**src/link_glue_defs.vh**
```
// Purpose: Constants for the link controller pin glue block
// Assumes: Included by link_controller_pin_glue.v and by the testbench
// Notes:   Offsets are byte addresses on the register bus
`ifndef LINK_GLUE_DEFS_VH
`define LINK_GLUE_DEFS_VH

`define OFS_IO_CONTROL      12'h000
`define OFS_IRQ_STATUS      12'h004
`define OFS_IRQ_CLEAR       12'h008
`define OFS_IRQ_ENABLE      12'h00c
`define OFS_PIN_STATUS      12'h010
`define OFS_PHY_REQUEST     12'h014
`define OFS_DIAGNOSTIC_SELECT_SELECT     12'h030
`define OFS_FIFO_SIZE_BASE  12'h040
`define OFS_FIFO_BASE_BASE  12'h060
`define OFS_FIFO_TOTAL      12'h078

`define IOC_IRQ_POL_BIT     0
`define IOC_LINK_ON_BIT     1
`define IOC_RESET_VAL       32'h00000002

`define DIAGNOSTIC_SELECT_SEL0_LSB       0
`define DIAGNOSTIC_SELECT_SEL1_LSB       4
`define DIAGNOSTIC_SELECT_RESET_VAL      32'h00000000

`define IRQ_REQ_DONE_BIT    0
`define IRQ_HOST_ACC_BIT    1
`define IRQ_MAP_OVER_BIT    2
`define IRQ_BITS            3

`define FIFO_SIZE_W         10
`define FIFO_SIZE_RESET     10'h050
`define FIFO_CAP_HEXLETS    11'h200

`define LPS_HALF_COUNT      4'hf

`define HOST_TYPE_STROBES   2'b00
`define HOST_TYPE_DS_RW     2'b01
`define HOST_TYPE_EN_WR     2'b10
`define HOST_TYPE_NONE      2'b11

`define MUX_LPS             4'h0
`define MUX_IRQ             4'h1
`define MUX_REQ_BUSY        4'h2
`define MUX_HALF_CLK        4'h3
`define MUX_READY           4'h4
`define MUX_ISO_STRAP       4'h5
`define MUX_HOST_ACC        4'h6

`endif

```
**src/link_controller_pin_glue.v**
```verilog
// Purpose: Control and status pin glue of a serial bus link controller
// Assumes: All pin inputs synchronous to core_clk; AHB-Lite register slave
// Notes:   Zero wait state slave; read data registered into the data phase
`timescale 1ns/1ns
`include "link_glue_defs.vh"

module link_controller_pin_glue #(
   parameter REQ_BITS = 12
) (
   input  wire        core_clk,
   input  wire        rstn,
   input  wire        hsel,
   input  wire [11:0] haddr,
   input  wire [1:0]  htrans,
   input  wire        hwrite,
   input  wire [2:0]  hsize,
   input  wire [31:0] hwdata,
   input  wire        hready,
   output wire        hreadyout,
   output wire        hresp,
   output reg  [31:0] hrdata,
   output wire        irq_pin_out,
   output wire        irq_pin_oe,
   output wire        irq_level,
   input  wire        isolation_strap_in,
   output reg         status_out_one,
   output wire        status_out_one_oe,
   output reg         status_out_zero,
   output reg         phy_request_out,
   input  wire [1:0]  host_type_select,
   input  wire [1:0]  host_bus_controls,
   input  wire        host_bus_clk,
   input  wire        host_system_clock,
   output reg         host_ready,
   input  wire        phy_sclk,
   output reg         internal_half_clock
);

   reg  [31:0]                io_control_q;
   reg  [31:0]                diagnostic_select_q;
   reg  [`IRQ_BITS-1:0]       irq_status_q;
   reg  [`IRQ_BITS-1:0]       irq_enable_q;
   reg                        strap_taken_q;
   reg                        strap_value_q;
   reg                        wr_pend_q;
   reg  [11:0]                wr_addr_q;
   reg  [REQ_BITS-1:0]        req_shift_q;
   reg  [4:0]                 req_count_q;
   reg                        req_done_q;
   reg                        sclk_prev_q;
   reg                        half_en_q;
   reg                        bus_clk_prev_q;
   reg                        sys_clk_prev_q;
   reg  [3:0]                 lps_count_q;
   reg                        lps_q;
   reg                        access_prev_q;
   reg                        map_over_q;
   reg  [`FIFO_SIZE_W*6-1:0]  fifo_size_q;
   reg  [31:0]                rd_data_d;
   reg                        access_d;
   reg                        status_out_zero_mux;
   reg                        status_out_one_mux;
   reg  [`IRQ_BITS-1:0]       irq_event;
   reg  [`FIFO_SIZE_W:0]      fifo_base [0:5];
   reg  [`FIFO_SIZE_W:0]      fifo_total;
   integer                    i;

   wire        addr_phase = hsel & hready & htrans[1];
   wire        rd_take    = addr_phase & ~hwrite;
   wire        wr_take    = addr_phase & hwrite;
   wire        irq_pending = |(irq_status_q & irq_enable_q);
   wire        req_busy   = (req_count_q != 5'h00);
   wire        access_start = access_d & ~access_prev_q;
   wire        access_end   = ~access_d & access_prev_q;
   wire        irq_pol    = io_control_q[`IOC_IRQ_POL_BIT];
   wire        link_on    = io_control_q[`IOC_LINK_ON_BIT];
   wire [3:0]  sel0       = diagnostic_select_q[`DIAGNOSTIC_SELECT_SEL0_LSB+3:`DIAGNOSTIC_SELECT_SEL0_LSB];
   wire [3:0]  sel1       = diagnostic_select_q[`DIAGNOSTIC_SELECT_SEL1_LSB+3:`DIAGNOSTIC_SELECT_SEL1_LSB];
   wire        wr_size_hit = wr_pend_q && ({wr_addr_q[11:5], 5'h00} == `OFS_FIFO_SIZE_BASE)
                             && (wr_addr_q[4:2] < 3'h6);

   assign hreadyout = 1'b1;
   assign hresp     = 1'b0;
   assign irq_level = irq_pending;

   assign irq_pin_out = irq_pol;
   assign irq_pin_oe  = irq_pending;

   assign status_out_one_oe = strap_taken_q;

   // Address phase captured so the write lands with its data phase
   always @(posedge core_clk or negedge rstn) begin
      if (!rstn) begin
         wr_pend_q <= 1'b0;
         wr_addr_q <= 12'h000;
      end else begin
         wr_pend_q <= wr_take;
         if (wr_take) begin
            wr_addr_q <= haddr;
         end
      end
   end

   always @(posedge core_clk or negedge rstn) begin
      if (!rstn) begin
         io_control_q <= `IOC_RESET_VAL;
         diagnostic_select_q       <= `DIAGNOSTIC_SELECT_RESET_VAL;
         irq_enable_q <= {`IRQ_BITS{1'b0}};
      end else if (wr_pend_q) begin
         case (wr_addr_q)
            `OFS_IO_CONTROL: begin
               io_control_q <= {30'h00000000, hwdata[1:0]};
            end
            `OFS_IRQ_ENABLE: begin
               irq_enable_q <= hwdata[`IRQ_BITS-1:0];
            end
            `OFS_DIAGNOSTIC_SELECT_SELECT: begin
               diagnostic_select_q <= {24'h000000, hwdata[7:0]};
            end
            default: begin
               io_control_q <= io_control_q;
            end
         endcase
      end
   end

   // Six sizes in four quadlet units
   always @(posedge core_clk or negedge rstn) begin
      if (!rstn) begin
         fifo_size_q <= {6{`FIFO_SIZE_RESET}};
      end else if (wr_size_hit) begin
         for (i = 0; i < 6; i = i + 1) begin
            if (wr_addr_q[4:2] == i[2:0]) begin
               fifo_size_q[i*`FIFO_SIZE_W +: `FIFO_SIZE_W] <= hwdata[`FIFO_SIZE_W-1:0];
            end
         end
      end
   end

   // Order: video tx/rx, async tx/rx, iso tx/rx
   always @* begin
      fifo_total = {(`FIFO_SIZE_W+1){1'b0}};
      for (i = 0; i < 6; i = i + 1) begin
         fifo_base[i] = fifo_total;
         fifo_total = fifo_total + {1'b0, fifo_size_q[i*`FIFO_SIZE_W +: `FIFO_SIZE_W]};
      end
   end

   // Overflow is flagged, not refused, so software sees its own mistake
   always @(posedge core_clk or negedge rstn) begin
      if (!rstn) begin
         map_over_q <= 1'b0;
      end else begin
         map_over_q <= (fifo_total > `FIFO_CAP_HEXLETS);
      end
   end

   always @(posedge core_clk or negedge rstn) begin
      if (!rstn) begin
         strap_taken_q <= 1'b0;
         strap_value_q <= 1'b1;
      end else if (!strap_taken_q) begin
         strap_taken_q <= 1'b1;
         strap_value_q <= isolation_strap_in;
      end
   end
   wire isolation_in_use = ~strap_value_q;

   always @(posedge core_clk or negedge rstn) begin
      if (!rstn) begin
         sclk_prev_q         <= 1'b0;
         internal_half_clock <= 1'b0;
         half_en_q           <= 1'b0;
      end else begin
         sclk_prev_q <= phy_sclk;
         half_en_q   <= 1'b0;
         if (phy_sclk & ~sclk_prev_q) begin
            internal_half_clock <= ~internal_half_clock;
            half_en_q           <= ~internal_half_clock;
         end
      end
   end

   always @(posedge core_clk or negedge rstn) begin
      if (!rstn) begin
         req_shift_q     <= {REQ_BITS{1'b0}};
         req_count_q     <= 5'h00;
         phy_request_out <= 1'b0;
         req_done_q      <= 1'b0;
      end else begin
         req_done_q <= 1'b0;
         if (wr_pend_q && wr_addr_q == `OFS_PHY_REQUEST && !req_busy) begin
            req_shift_q <= hwdata[REQ_BITS-1:0];
            req_count_q <= REQ_BITS[4:0];
         end else if (req_busy && half_en_q) begin
            phy_request_out <= req_shift_q[REQ_BITS-1];
            req_shift_q     <= {req_shift_q[REQ_BITS-2:0], 1'b0};
            req_count_q     <= req_count_q - 5'h01;
            req_done_q      <= (req_count_q == 5'h01);
         end else if (half_en_q) begin
            // Last bit stands a full bit time before the line idles
            phy_request_out <= 1'b0;
         end
      end
   end

   always @(posedge core_clk or negedge rstn) begin
      if (!rstn) begin
         bus_clk_prev_q <= 1'b0;
         sys_clk_prev_q <= 1'b0;
         lps_count_q    <= 4'h0;
         lps_q          <= 1'b0;
      end else begin
         bus_clk_prev_q <= host_bus_clk;
         sys_clk_prev_q <= host_system_clock;
         if (!link_on) begin
            lps_count_q <= 4'h0;
            lps_q       <= 1'b0;
         end else if (host_type_select[1] ? (host_system_clock & ~sys_clk_prev_q)
                                          : (host_bus_clk & ~bus_clk_prev_q)) begin
            lps_count_q <= lps_count_q + 4'h1;
            if (lps_count_q == `LPS_HALF_COUNT) begin
               lps_q <= ~lps_q;
            end
         end
      end
   end

   always @* begin
      access_d = 1'b0;
      case (host_type_select)
         `HOST_TYPE_STROBES: begin
            access_d = ~host_bus_controls[0] | ~host_bus_controls[1];
         end
         `HOST_TYPE_DS_RW: begin
            access_d = ~host_bus_controls[0];
         end
         `HOST_TYPE_EN_WR: begin
            access_d = host_bus_controls[0];
         end
         default: begin
            access_d = 1'b0;
         end
      endcase
   end

   always @(posedge core_clk or negedge rstn) begin
      if (!rstn) begin
         access_prev_q <= 1'b0;
         host_ready    <= 1'b0;
      end else begin
         access_prev_q <= access_d;
         if (access_start) begin
            host_ready <= 1'b1;
         end else if (access_end) begin
            host_ready <= 1'b0;
         end
      end
   end

   always @* begin
      irq_event = {`IRQ_BITS{1'b0}};
      irq_event[`IRQ_REQ_DONE_BIT] = req_done_q;
      irq_event[`IRQ_HOST_ACC_BIT] = access_start;
      irq_event[`IRQ_MAP_OVER_BIT] = map_over_q;
   end

   // A new event beats a clear in the same cycle
   always @(posedge core_clk or negedge rstn) begin
      if (!rstn) begin
         irq_status_q <= {`IRQ_BITS{1'b0}};
      end else if (wr_pend_q && wr_addr_q == `OFS_IRQ_CLEAR) begin
         irq_status_q <= (irq_status_q & ~hwdata[`IRQ_BITS-1:0]) | irq_event;
      end else begin
         irq_status_q <= irq_status_q | irq_event;
      end
   end

   always @* begin
      status_out_zero_mux = 1'b0;
      status_out_one_mux = 1'b0;
      for (i = 0; i < 2; i = i + 1) begin
         case (i == 0 ? sel0 : sel1)
            `MUX_LPS:       status_out_one_mux = lps_q;
            `MUX_IRQ:       status_out_one_mux = irq_pending;
            `MUX_REQ_BUSY:  status_out_one_mux = req_busy;
            `MUX_HALF_CLK:  status_out_one_mux = internal_half_clock;
            `MUX_READY:     status_out_one_mux = host_ready;
            `MUX_ISO_STRAP: status_out_one_mux = strap_value_q;
            `MUX_HOST_ACC:  status_out_one_mux = access_prev_q;
            default:        status_out_one_mux = 1'b0;
         endcase
         if (i == 0) begin
            status_out_zero_mux = status_out_one_mux;
         end
      end
   end

   always @(posedge core_clk or negedge rstn) begin
      if (!rstn) begin
         status_out_zero <= 1'b0;
         status_out_one  <= 1'b0;
      end else begin
         status_out_zero <= (sel0 == `MUX_LPS) ? lps_q : status_out_zero_mux;
         status_out_one  <= status_out_one_mux;
      end
   end

   always @* begin
      rd_data_d = 32'h00000000;
      case (haddr)
         `OFS_IO_CONTROL:  rd_data_d = io_control_q;
         `OFS_IRQ_STATUS:  rd_data_d[`IRQ_BITS-1:0] = irq_status_q;
         `OFS_IRQ_ENABLE:  rd_data_d[`IRQ_BITS-1:0] = irq_enable_q;
         `OFS_PIN_STATUS:  rd_data_d = {24'h000000, host_type_select, host_ready, req_busy,
                                        lps_q, isolation_in_use, strap_value_q,
                                        strap_taken_q};
         `OFS_DIAGNOSTIC_SELECT_SELECT: rd_data_d = diagnostic_select_q;
         `OFS_FIFO_TOTAL:  rd_data_d[`FIFO_SIZE_W:0] = fifo_total;
         default: begin
            if ({haddr[11:5], 5'h00} == `OFS_FIFO_SIZE_BASE && haddr[4:2] < 3'h6) begin
               rd_data_d[`FIFO_SIZE_W-1:0] = fifo_size_q[haddr[4:2]*`FIFO_SIZE_W +: `FIFO_SIZE_W];
            end else if ({haddr[11:5], 5'h00} == `OFS_FIFO_BASE_BASE && haddr[4:2] < 3'h6) begin
               rd_data_d[`FIFO_SIZE_W:0] = fifo_base[haddr[4:2]];
            end
         end
      endcase
   end

   always @(posedge core_clk or negedge rstn) begin
      if (!rstn) begin
         hrdata <= 32'h00000000;
      end else if (rd_take) begin
         hrdata <= rd_data_d;
      end
   end

endmodule

```
**config.mk**
```make
export PLATFORM = sky130hd
export DESIGN_NAME = link_controller_pin_glue
export DESIGN_NICKNAME = d
export VERILOG_FILES = /design/src/link_controller_pin_glue.v
export VERILOG_INCLUDE_DIRS = /design/src
export SDC_FILE = /design/constraint.sdc
export NUM_CORES = 1
export LEC_CHECK = 0
export BUFFER_PORTS_ARGS = -buffer_cell sky130_fd_sc_hd__buf_2
export CAP_MARGIN = 20
export CORE_UTILIZATION = 54
export DETAILED_ROUTE_END_ITERATION = 10
export PLACE_DENSITY = 0.74
export SYNTH_ARGS = -nofsm -noshare
export SYNTH_HDL_FRONTEND = slang
export SYNTH_SLANG_ARGS = --single-unit
```
**constraint.sdc**
```tcl
create_clock -name core_clk -period 5.4 [get_ports core_clk]
set_input_delay 0.54 -clock core_clk [delete_from_list [all_inputs] [get_ports core_clk]]
set_output_delay 0.54 -clock core_clk [all_outputs]
set_load 0.05 [all_outputs]
```
Word-level counts from Yosys, hierarchy flattened
Cells that the tools add are included.

storage, ports and cells
  register bits after elaboration = 136
  bits of input ports = 62
  output and inout port bits = 43
  word-level logic and storage cells = 169

cells by class
  add/sub/neg operators = 7
  multiply operators = 1
  $lt $le $gt $ge = 4
  equal/unequal tests = 35
  shift operators = 1
  mux-type cells = 30
  bitwise operators = 28
  reduce and logical (&&, ||, !) cells = 32

operators with widths
  cell                    number
  $shiftx A60 B8 Y10      1
  $add A11 B10 Y11        4
  $eq A12 B4 Y1 const B   3
  $bmux W11 S3            1
  $mux W11                3
  $pmux W8 S4             1
  $eq A12 B5 Y1 const B   2
  $eq A12 B6 Y1 const B   2
  $eq A4 B3 Y1 const B    6
  $logic_not A12 Y1       2
  $mux W12                2
  $reduce_and A2 Y1       11
  $eq A7 B2 Y1 const B    3
  $pmux W3 S6             1
  $eq A4 B2 Y1 const B    4
  $mux W1                 13
  $eq A12 B3 Y1 const B   1
  $eq A12 B7 Y1 const B   1
  $not A1 Y1              12
  $add A10 B10 Y11        1
  $gt A11 B10 Y1 const B  1
  $mux W10                1
  $mux W5                 2
  $and A1 B1 Y1           9
  other kinds (32)        51

Logic depth before layout (Yosys ltp)
Gate-level depths: netlist of the first run.

  depth in word-level cells = 10
  gate-level depth with buffers = 29
  depth with buffers taken out = 29

Worst setup path after synthesis of the first run
Ideal clock, no wire load.

  path type = reg2reg
  start point = register fifo_size_q[0]
  end point = register hrdata[9]
  library setup time = 0.126 ns
  arrival time = 5.377 ns
  required time = 5.274 ns
  path slack = -0.103 ns
  cell stages (with the launch flop) = 25
  path buffers = 0
  period minus slack after synthesis = 5.503 ns
  cell sequence = dfrtp_1 > ha_1 > inv_1 > fa_1 > and2b_1 > o2111a_1 > nor3_1 > xnor2_1 > ha_1 > nor3_1 > nor2_1 > ha_1 > o41ai_1 > xnor2_1 > ha_1 > a21oi_1 > nand2_1 > o21ai_0 > xnor2_1 > ha_1 > a21oi_1 > o21ai_2 > xor2_1 > a221o_1 > o32a_1

on the way
  longest elaborated chain between the ends = 10
  elaborated cells on any way between the ends = 11
  classes of those cells = add/sub: 5; mux: 6

RTL lines
  what                                          line                            source
  from (decl)                                   link_controller_pin_glue.v:58   reg [`FIFO_SIZE_W*6-1:0] fifo_size_q;
  from (signal assigned)                        link_controller_pin_glue.v:130  fifo_size_q <= {6{`FIFO_SIZE_RESET}};
  from (signal, indexed assignment)             link_controller_pin_glue.v:134  fifo_size_q[i*`FIFO_SIZE_W +: `FIFO_SIZE_W] <= hwdata[`FIFO_SIZE_W-1:0];
  $add A10 B10 Y11 *                            link_controller_pin_glue.v:145  fifo_total = fifo_total + {1'b0, fifo_size_q[i*`FIFO_SIZE_W +: `FIFO_SIZE_W]};
  $add A11 B10 Y11 (3 in series)                link_controller_pin_glue.v:145
  $bmux W11 S3                                  link_controller_pin_glue.v:324  rd_data_d[`FIFO_SIZE_W:0] = fifo_base[haddr[4:2]];
  $mux W11 (implied by the code) (2 in series)  link_controller_pin_glue.v:324
  $mux W11                                      link_controller_pin_glue.v:323  end else if ({haddr[11:5], 5'h00} == `OFS_FIFO_BASE_BASE && haddr[4:2] < 3'h6) begin
  $mux W10                                      link_controller_pin_glue.v:321  if ({haddr[11:5], 5'h00} == `OFS_FIFO_SIZE_BASE && haddr[4:2] < 3'h6) begin
  $pmux W8 S4 *                                 link_controller_pin_glue.v:311  case (haddr)
  to (signal assigned)                          link_controller_pin_glue.v:334  hrdata <= rd_data_d;
  to (decl)                                     link_controller_pin_glue.v:21   output reg [31:0] hrdata,

Mark *: on every way between the ends. The rest lies on a longest branch, timed or not. The select of a mux whose other input is x is not followed.
A chain may end at the register's enable or synchronous reset.

Worst setup path after layout of the first run
Same ends and word-level chain as after synthesis.

==> results.md, run 1 <==
* Leakage power at between 5 and 6 nW
* Vias in the first global route at 7,732
* Total power at between 5 and 6 mW
* FF/Latch Area at 3420 um2
* Avg Cell Area, Syn at 9.83 um2
* FF+latch count, synth at around 140
* Post-layout min period at 5910 ps
* Seq/Total Area, Yosys at 0.369
* Layout Cells excl Fill at 1,320
* Post-DP Area at 10,200 um2
* Final Setup Violations at 6
* Internal reg-to-reg setup slack at -510 ps
* Die height at 133 um
* DIE WIDTH at 133 um
* Critical Path Start Type: register
* Ant diodes at 0
* Violated checks: setup timing
* Post-Syn Area at between 9000 and 10,000 um2
* Synth Warn # at 0
* Final WL at between 20,000 and 30,000 um
* Actual slew at the worst max-slew pin at 1110 ps
* R2R cell count at 30
* Synth top area share at 0.330
* CTS tree: done
* Status: finished with violations
* EDFF count, synth at 0
* Peak VDD IR at 0.233 mV
* Pwr dens at approximately 470 nW/um2
* Max-slew violation count at 0
* All-Layer GR Usage at 0.300
* Setup WS post-layout at -514 ps
* Top cell by count, worst path: nor2_1
* Initial antenna violation count at 1
* Worst path slowest cell: dfrtp_1
* CP peak stage delay at 370 ps
* Clk pin slew, worst setup/hold paths at roughly 60 ps
* Synthesis-to-layout area growth at 23.8%
* Area of the multi-input gates at about 6000 um2
* RSZ-0062 raised after global routing: yes
* ANT nets after route at 0
* CTS Buf Count at 17
* Post-synth ARST share at 1.00
* Via-to-Cell Ratio at 6.06
* Final hold vios at 0
* Routability-driven placement congestion ratio at 0.928
* DR pass1 iterations at 6
* Root Driver: clkbuf_16
* Share of layout cells above drive strength 1 at 0.345
* Kind of critical path: register to register
* Largest net degree at the start of global routing at 79
* Crit-path max FO at 3
* R2R Path End: hrdata[9]
* Worst-Skew Late Latency at between 400 and 500 ps
* Fillers at 1,207
* Max_slew headroom at 0.259
* Ys flop type: dfrtp_1
* First-pass GRT wire length at approximately 40,000 um
* Starting Density at 0.557
* Ports at approximately 110
* Tcrit/Tclk final at 1.10
* HPWL after DPL at 17,700 um
* CORE AREA at 16,600 um2
* Setup crit end kind: register
* Synth area leaders: dfrtp_1, mux2_2, ha_1
* GRT Residual Overflow at 0
* Design Area, Final at around 11,000 um2
* Sink Count at 136
* Vias at 8,005
* Port Buf Inserts at 57
* Post-Syn Instances at 942
* Clock buffer depth at 2
* Critical Path AT at ~6200 ps
* Reg2reg start: fifo_size_q[0]
* DRC viols at 0
* WL/cell at 20.0 um
* Full die area at 17,700 um2
* Synth unique cells at 77
* Layout Skew at ~4.9 ps
* Nets@finish at about 1,200
* Post-Place Cells at 1,268
* Fmax at 0.169 GHz
* Num rows at 47
* Cell accounting for the most synthesized area: dfrtp_1
* Max-cap violations at 0
* Crit path required time at 5710 ps
* Total number of H-tree levels at 4
* Worst min-delay path class: input pin to asynchronous set/reset pin
* Starting DRT DRC Count at 694
where the power goes:
group | leakage (nW) | internal (mW) | switching [mW]
clock | 0.282 | 0.699 | 0.482
combinational | 3.33 | 1.38 | 1.52
sequential | 1.67 | 1.15 | 0.107
total | 5.29 | 3.24 | 2.11
cells in the mapped netlist, types with 6 or more instances:
master    number
nand2_1      130
dfrtp_1      122
mux2_2        72
ha_1          59
nor2_1        58
a21oi_1       50
o21ai_0       39
xnor2_1       36
inv_1         28
buf_4         26
mux2i_1       24
clkbuf_1      19
nor3_1        19
a22oi_1       18
dfstp_2       14
nand3_1       14
o21ai_1       14
mux4_2        12
a21o_1        10
buf_2         10
xor2_1        10
nor2b_1        9
mux2_1         8
nand4_1        8
and3_1         7
nand2b_1       7
o211ai_1       7
nor4_1         6
o21a_1         6
o22ai_1        6
final cells by class:
| class | instances | share of cell area |
|---|---|---|
| tap | 220 | 0.0240 |
| multi-input combinational | 740 | 0.522 |
| clock buffer | 20 | 0.0390 |
| sequential | 136 | 0.298 |
| timing repair buffer | 162 | 0.0945 |
| inverter | 30 | 0.00982 |
| clock inverter | 12 | 0.0123 |
worst max-delay path by stage:
| stage | startpoint | to | cells past startpoint | slack [ps] |
|---|---|---|---|---|
| after floorplan | fifo_size_q[0] | hrdata[10] | 28 | 30 |
| after global placement | fifo_size_q[1] | hrdata[9] | 25 | -300 |
| after detailed placement | fifo_size_q[0] | hrdata[9] | 26 | -370 |
| after CTS | fifo_size_q[0] | hrdata[9] | 25 | -270 |
| after global routing | fifo_size_q[0] | hrdata[9] | 30 | -720 |
| final | fifo_size_q[0] | hrdata[9] | 30 | -510 |
state kept, by name (all words and copies together) (netlist names), 2 cells and up:
signal               count
irq_enable_q             3
fifo_size_q             60
lps_count_q              4
io_control_q             2
hrdata                  11
diagnostic_select_q      8
req_shift_q             12
req_count_q              5
irq_status_q             3
wr_addr_q               12
worst max-delay path, delay by kind of cell, from the launching register on:
family          cells  cell delay [ps]
compound gates     10             1700
xor+xnor            4              890
fa+ha+maj           6             1670
buf+inv             3              320
flops               1              370
simple gates        7              820
cell usage in the layout (no fill, tap or decap), types with 24 or more instances in the layout:
cell / count
o21ai_0: 35
nand2_1: 127
buf_4: 104
mux2_2: 72
buf_2: 56
dfrtp_1: 122
conb_1: 24
a21oi_1: 42
nor2_1: 54
ha_1: 45
inv_1: 26
mux2i_1: 24
xnor2_1: 25
timing repair:
action / in CTS / in global routing
gates resized for setup: 27 / 59
setup buffers: 6 / 15
pin swaps: 30 / 57
hold buffers: 0 / 0
setup endpoints to repair: 6 / 8
stage by stage:
| step | TNS [ps] | hold slack [ps] | util | setup slack, ps |
|---|---|---|---|---|
| floorplan | 0 | 244 | - | 28.6 |
| global placement | -824 | 411 | 0.615 | -298 |
| detailed placement | -1330 | 420 | 0.615 | -373 |
| CTS | -873 | 175 | 0.660 | -273 |
| global route | -3860 | 197 | 0.689 | -725 |
| finish | -2180 | 147 | 0.689 | -514 |
per-layer routing:
metal	routed length, um	GRT usage	vias up
met2	12400	0.478	363
met3	2140	0.0605	73
met1	10700	0.392	3927
met4	1090	0.141	0
met5	0	0	-
li1	-	-	3642
cells by family (layout without fill, tap and decap cells):
kind of cell,after synthesis,after routing,share of synthesized area
and+or+nand+nor,288,288,0.147
muxes,116,116,0.152
buffers and inverters,88,224,0.0475
xor gates and xnor gates,47,47,0.0452
AOI/OAI and AO/OA,201,201,0.147
DFF,136,136,0.369
adders and majority gates,64,64,0.0905
other,2,24,0.000811
(Power assumes the default switching activity.)
==> inputs of run 2 (changes only) <==
--- a/config.mk
+++ b/config.mk
@@ -8,9 +8,9 @@
 export LEC_CHECK = 0
 export BUFFER_PORTS_ARGS = -buffer_cell sky130_fd_sc_hd__buf_2
 export CAP_MARGIN = 20
-export CORE_UTILIZATION = 54
+export CORE_UTILIZATION = 60
 export DETAILED_ROUTE_END_ITERATION = 10
-export PLACE_DENSITY = 0.74
+export PLACE_DENSITY = 0.79
 export SYNTH_ARGS = -nofsm -noshare
 export SYNTH_HDL_FRONTEND = slang
 export SYNTH_SLANG_ARGS = --single-unit
==> constraint.sdc (replaced) <==
create_clock -name core_clk -period 6.62 [get_ports core_clk]
set_input_delay 0.662 -clock core_clk [delete_from_list [all_inputs] [get_ports core_clk]]
set_output_delay 0.662 -clock core_clk [all_outputs]
set_load 0.05 [all_outputs]
==> run 2 against run 1 <==
Compared with the run above:
- the flow finishes with violations (DRC)
- routed wire length down 14%
- power down 34%
- maximum frequency down 3.9%
- non-clock buffer count down 99
- critical path type unchanged
- highest routed layer unchanged
==> results.md, run 2 (synthesis gave the netlist of run 1 again) <==
* Status: finished with violations
* Violated checks: DRC
* Crit path required time at 6930 ps (+1220 ps)
* Seq pwr share at 0.290 (+0.054)
* Synthesis-to-layout area growth at 10.2%
* Sink Count at 136 (unchanged)
* Worst path slowest cell: fa_1
* All-Layer GR Usage at 0.296 (-0.00437)
* CTS tree: done
* Peak VDD IR at 0.194 mV (-17%)
* Area of the multi-input gates at 5490 um2 (-8.2%)
* Clk pin slew, worst setup/hold paths at 60 ps (about the same)
* Comb pwr share at 0.427 (-0.116)
* Setup TNS after final layout at 0 ps (+2180 ps)
* Max-slew violation count at 0 (unchanged)
* Actual slew at the worst max-slew pin at 852 ps (-256 ps)
* Largest net degree at the start of global routing at 84 (+6.3%)
* Total power at 3.53 mW (-34%)
* Reg with most FFs: fifo_size_q
* Critical Path Start Type: register
* ANT nets after route at 0 (unchanged)
* Critical Path AT at 6470 ps (+250 ps)
* Largest regs: fifo_size_q: 60 flops, req_shift_q: 12 flops, wr_addr_q: 12 flops
* CORE AREA at 15,100 um2 (-9.0%)
* Most frequent cells in the layout: nand2_1, dfrtp_1, mux2_2
* First-pass GRT wire length at 36,000 um (-11%)
* Psw at 1.39 mW (-34%)
* Vias in the first global route at 6,991 (-9.6%)
* Vias at 7,329 (-8.4%)
* Post-layout min period at 6160 ps (+241 ps)
* CP Depth at 28 (-6.7%)
* Pwr dens at 346 nW/um2 (-26%)
* Worst min-delay path class: input pin to asynchronous set/reset pin
* RSZ-0062 raised after global routing: no
* Clock share of power at 0.283 (+0.062)
* R2R cell count at 28 (-6.7%)
* Max_slew headroom at 0.432 (+0.173)
* Clock buffer depth at 2 (unchanged)
* Buf/Inv on CP at 1 (-2)
* WL/cell at 19.0 um (-4.8%)
* Kind of critical path: register to register
* FF/Latch Area at 3420 um2 (unchanged)
* Final hold vios at 0 (unchanged)
* Setup crit end kind: register
* Num rows at 45 (-4.3%)
* Root Driver: clkbuf_16
* Top cell by count, worst path: ha_1
* Share of layout cells above drive strength 1 at 0.213 (-0.132)
* CP peak stage delay at 420 ps (+50 ps)
* CTS Buf Count at 17 (unchanged)
* GRT Residual Overflow at 0 (unchanged)
* Final Setup Violations at 0 (-6)
* Ports at 105 (unchanged)
* Post-CTS Resized at 0 (-100%)
* Hold_buf cts at 0 (unchanged)
* Top delay family on crit path: adder cells
* Tcrit/Tclk final at 0.930 (-0.165)
* Crit-path max FO at 5 (+2)
* Initial antenna violation count at 1 (unchanged)
* Worst-Skew Late Latency at 430 ps (about the same)
* Full die area at 15,900 um2 (-9.9%)
* Post-CTS Setup Inserts at 0 (-6)
* Starting DRT DRC Count at 722 (+4.0%)
* Fillers at 1,153 (-4.5%)
* Total number of H-tree levels at 4 (unchanged)
* Ant diodes at 0 (unchanged)
* DRC viols at 1 (+1)
* Die height at 126 um (-5.1%)
* Fmax at 0.162 GHz (-3.9%)
* Leading cell type in the layout, fill and taps excluded: nand2_1
* Via-to-Cell Ratio at 6.16 (+1.6%)
* Largest register FFs at 60 (unchanged)
* Sw Ratio at 0.393 (-0.000688)
* Routability-driven placement congestion ratio at 0.934 (+0.64%)
* HPWL after DPL at 16,500 um (-6.8%)
* Leakage power at 4.71 nW (-11%)
* Final WL at 22,600 um (-14%)
* Hold Slack at 248 ps (+101 ps)
* Starting Density at 0.612 (+0.0550)
* DIE WIDTH at 126 um (-5.1%)
* Nets@finish at 1,114 (-8.2%)
* Max-cap violations at 0 (unchanged)
* Pint at 2.14 mW (-34%)
* DR pass1 iterations at 9 (+3)
* Port Buf Inserts at 57 (unchanged)
* Layout Skew at 12.2 ps (+7.22 ps)
* Final core occ at 0.674 (-0.0146)
run 2: changes by cell type in the layout (fill, tap and decap cells not counted), moves of 5 or more:
| cell | change |
|---|---|
| buf_4 | -98 |
| ha_1 | +14 |
| xnor2_1 | +11 |
| xnor2_2 | -10 |
| a21oi_1 | +8 |
| ha_4 | -8 |
| ha_2 | -6 |
| a21oi_2 | -5 |
run 2: cell type report:
cell class | count | share of cell area
multi-input combinational | 740 | 0.538
sequential | 136 | 0.335
clock buffer | 17 | 0.0417
timing repair buffer | 63 | 0.0330
tap | 188 | 0.0230
clock inverter | 15 | 0.0185
inverter | 30 | 0.0110
run 2: worst paths after layout:
path                                     endpoint           start  slack, ps
setup / recovery                       hrdata[10]  fifo_size_q[0]        460
hold / removal                    fifo_size_q[48]            rstn        250
setup reg to reg                       hrdata[10]  fifo_size_q[0]        460
hold reg to reg                         half_en_q     sclk_prev_q        430
max in group asynchronous  diagnostic_select_q[4]            rstn       5230
min in group core_clk              bus_clk_prev_q    host_bus_clk        350
run 2: stage by stage:
step	area, um2	cells	setup WS, ps
finish	10200	1189	465
CTS	10200	1189	414
detailed placement	9590	1157	460
global placement	9580	1156	565
floorplan	9350	964	1120
global route	10200	1189	71.9
run 2: power by group through the flow:
stage                     combinational (mW)  clock, mW  sequential (mW)
after global placement                  1.43          0             1.03
final                                   1.51      0.999             1.03
after floorplan                         1.13          0             1.08
after CTS                               1.48       1.01             1.02
after global routing                    1.65       1.04             1.04
after detailed placement                1.47          0             1.04
run 2: routing by layer:
metal	GRT usage	routed length [um]	up-vias
met5	0	0	-
met4	0.134	717	0
met3	0.0493	1540	64
met2	0.473	10500	313
met1	0.396	9860	3497
li1	-	-	3455
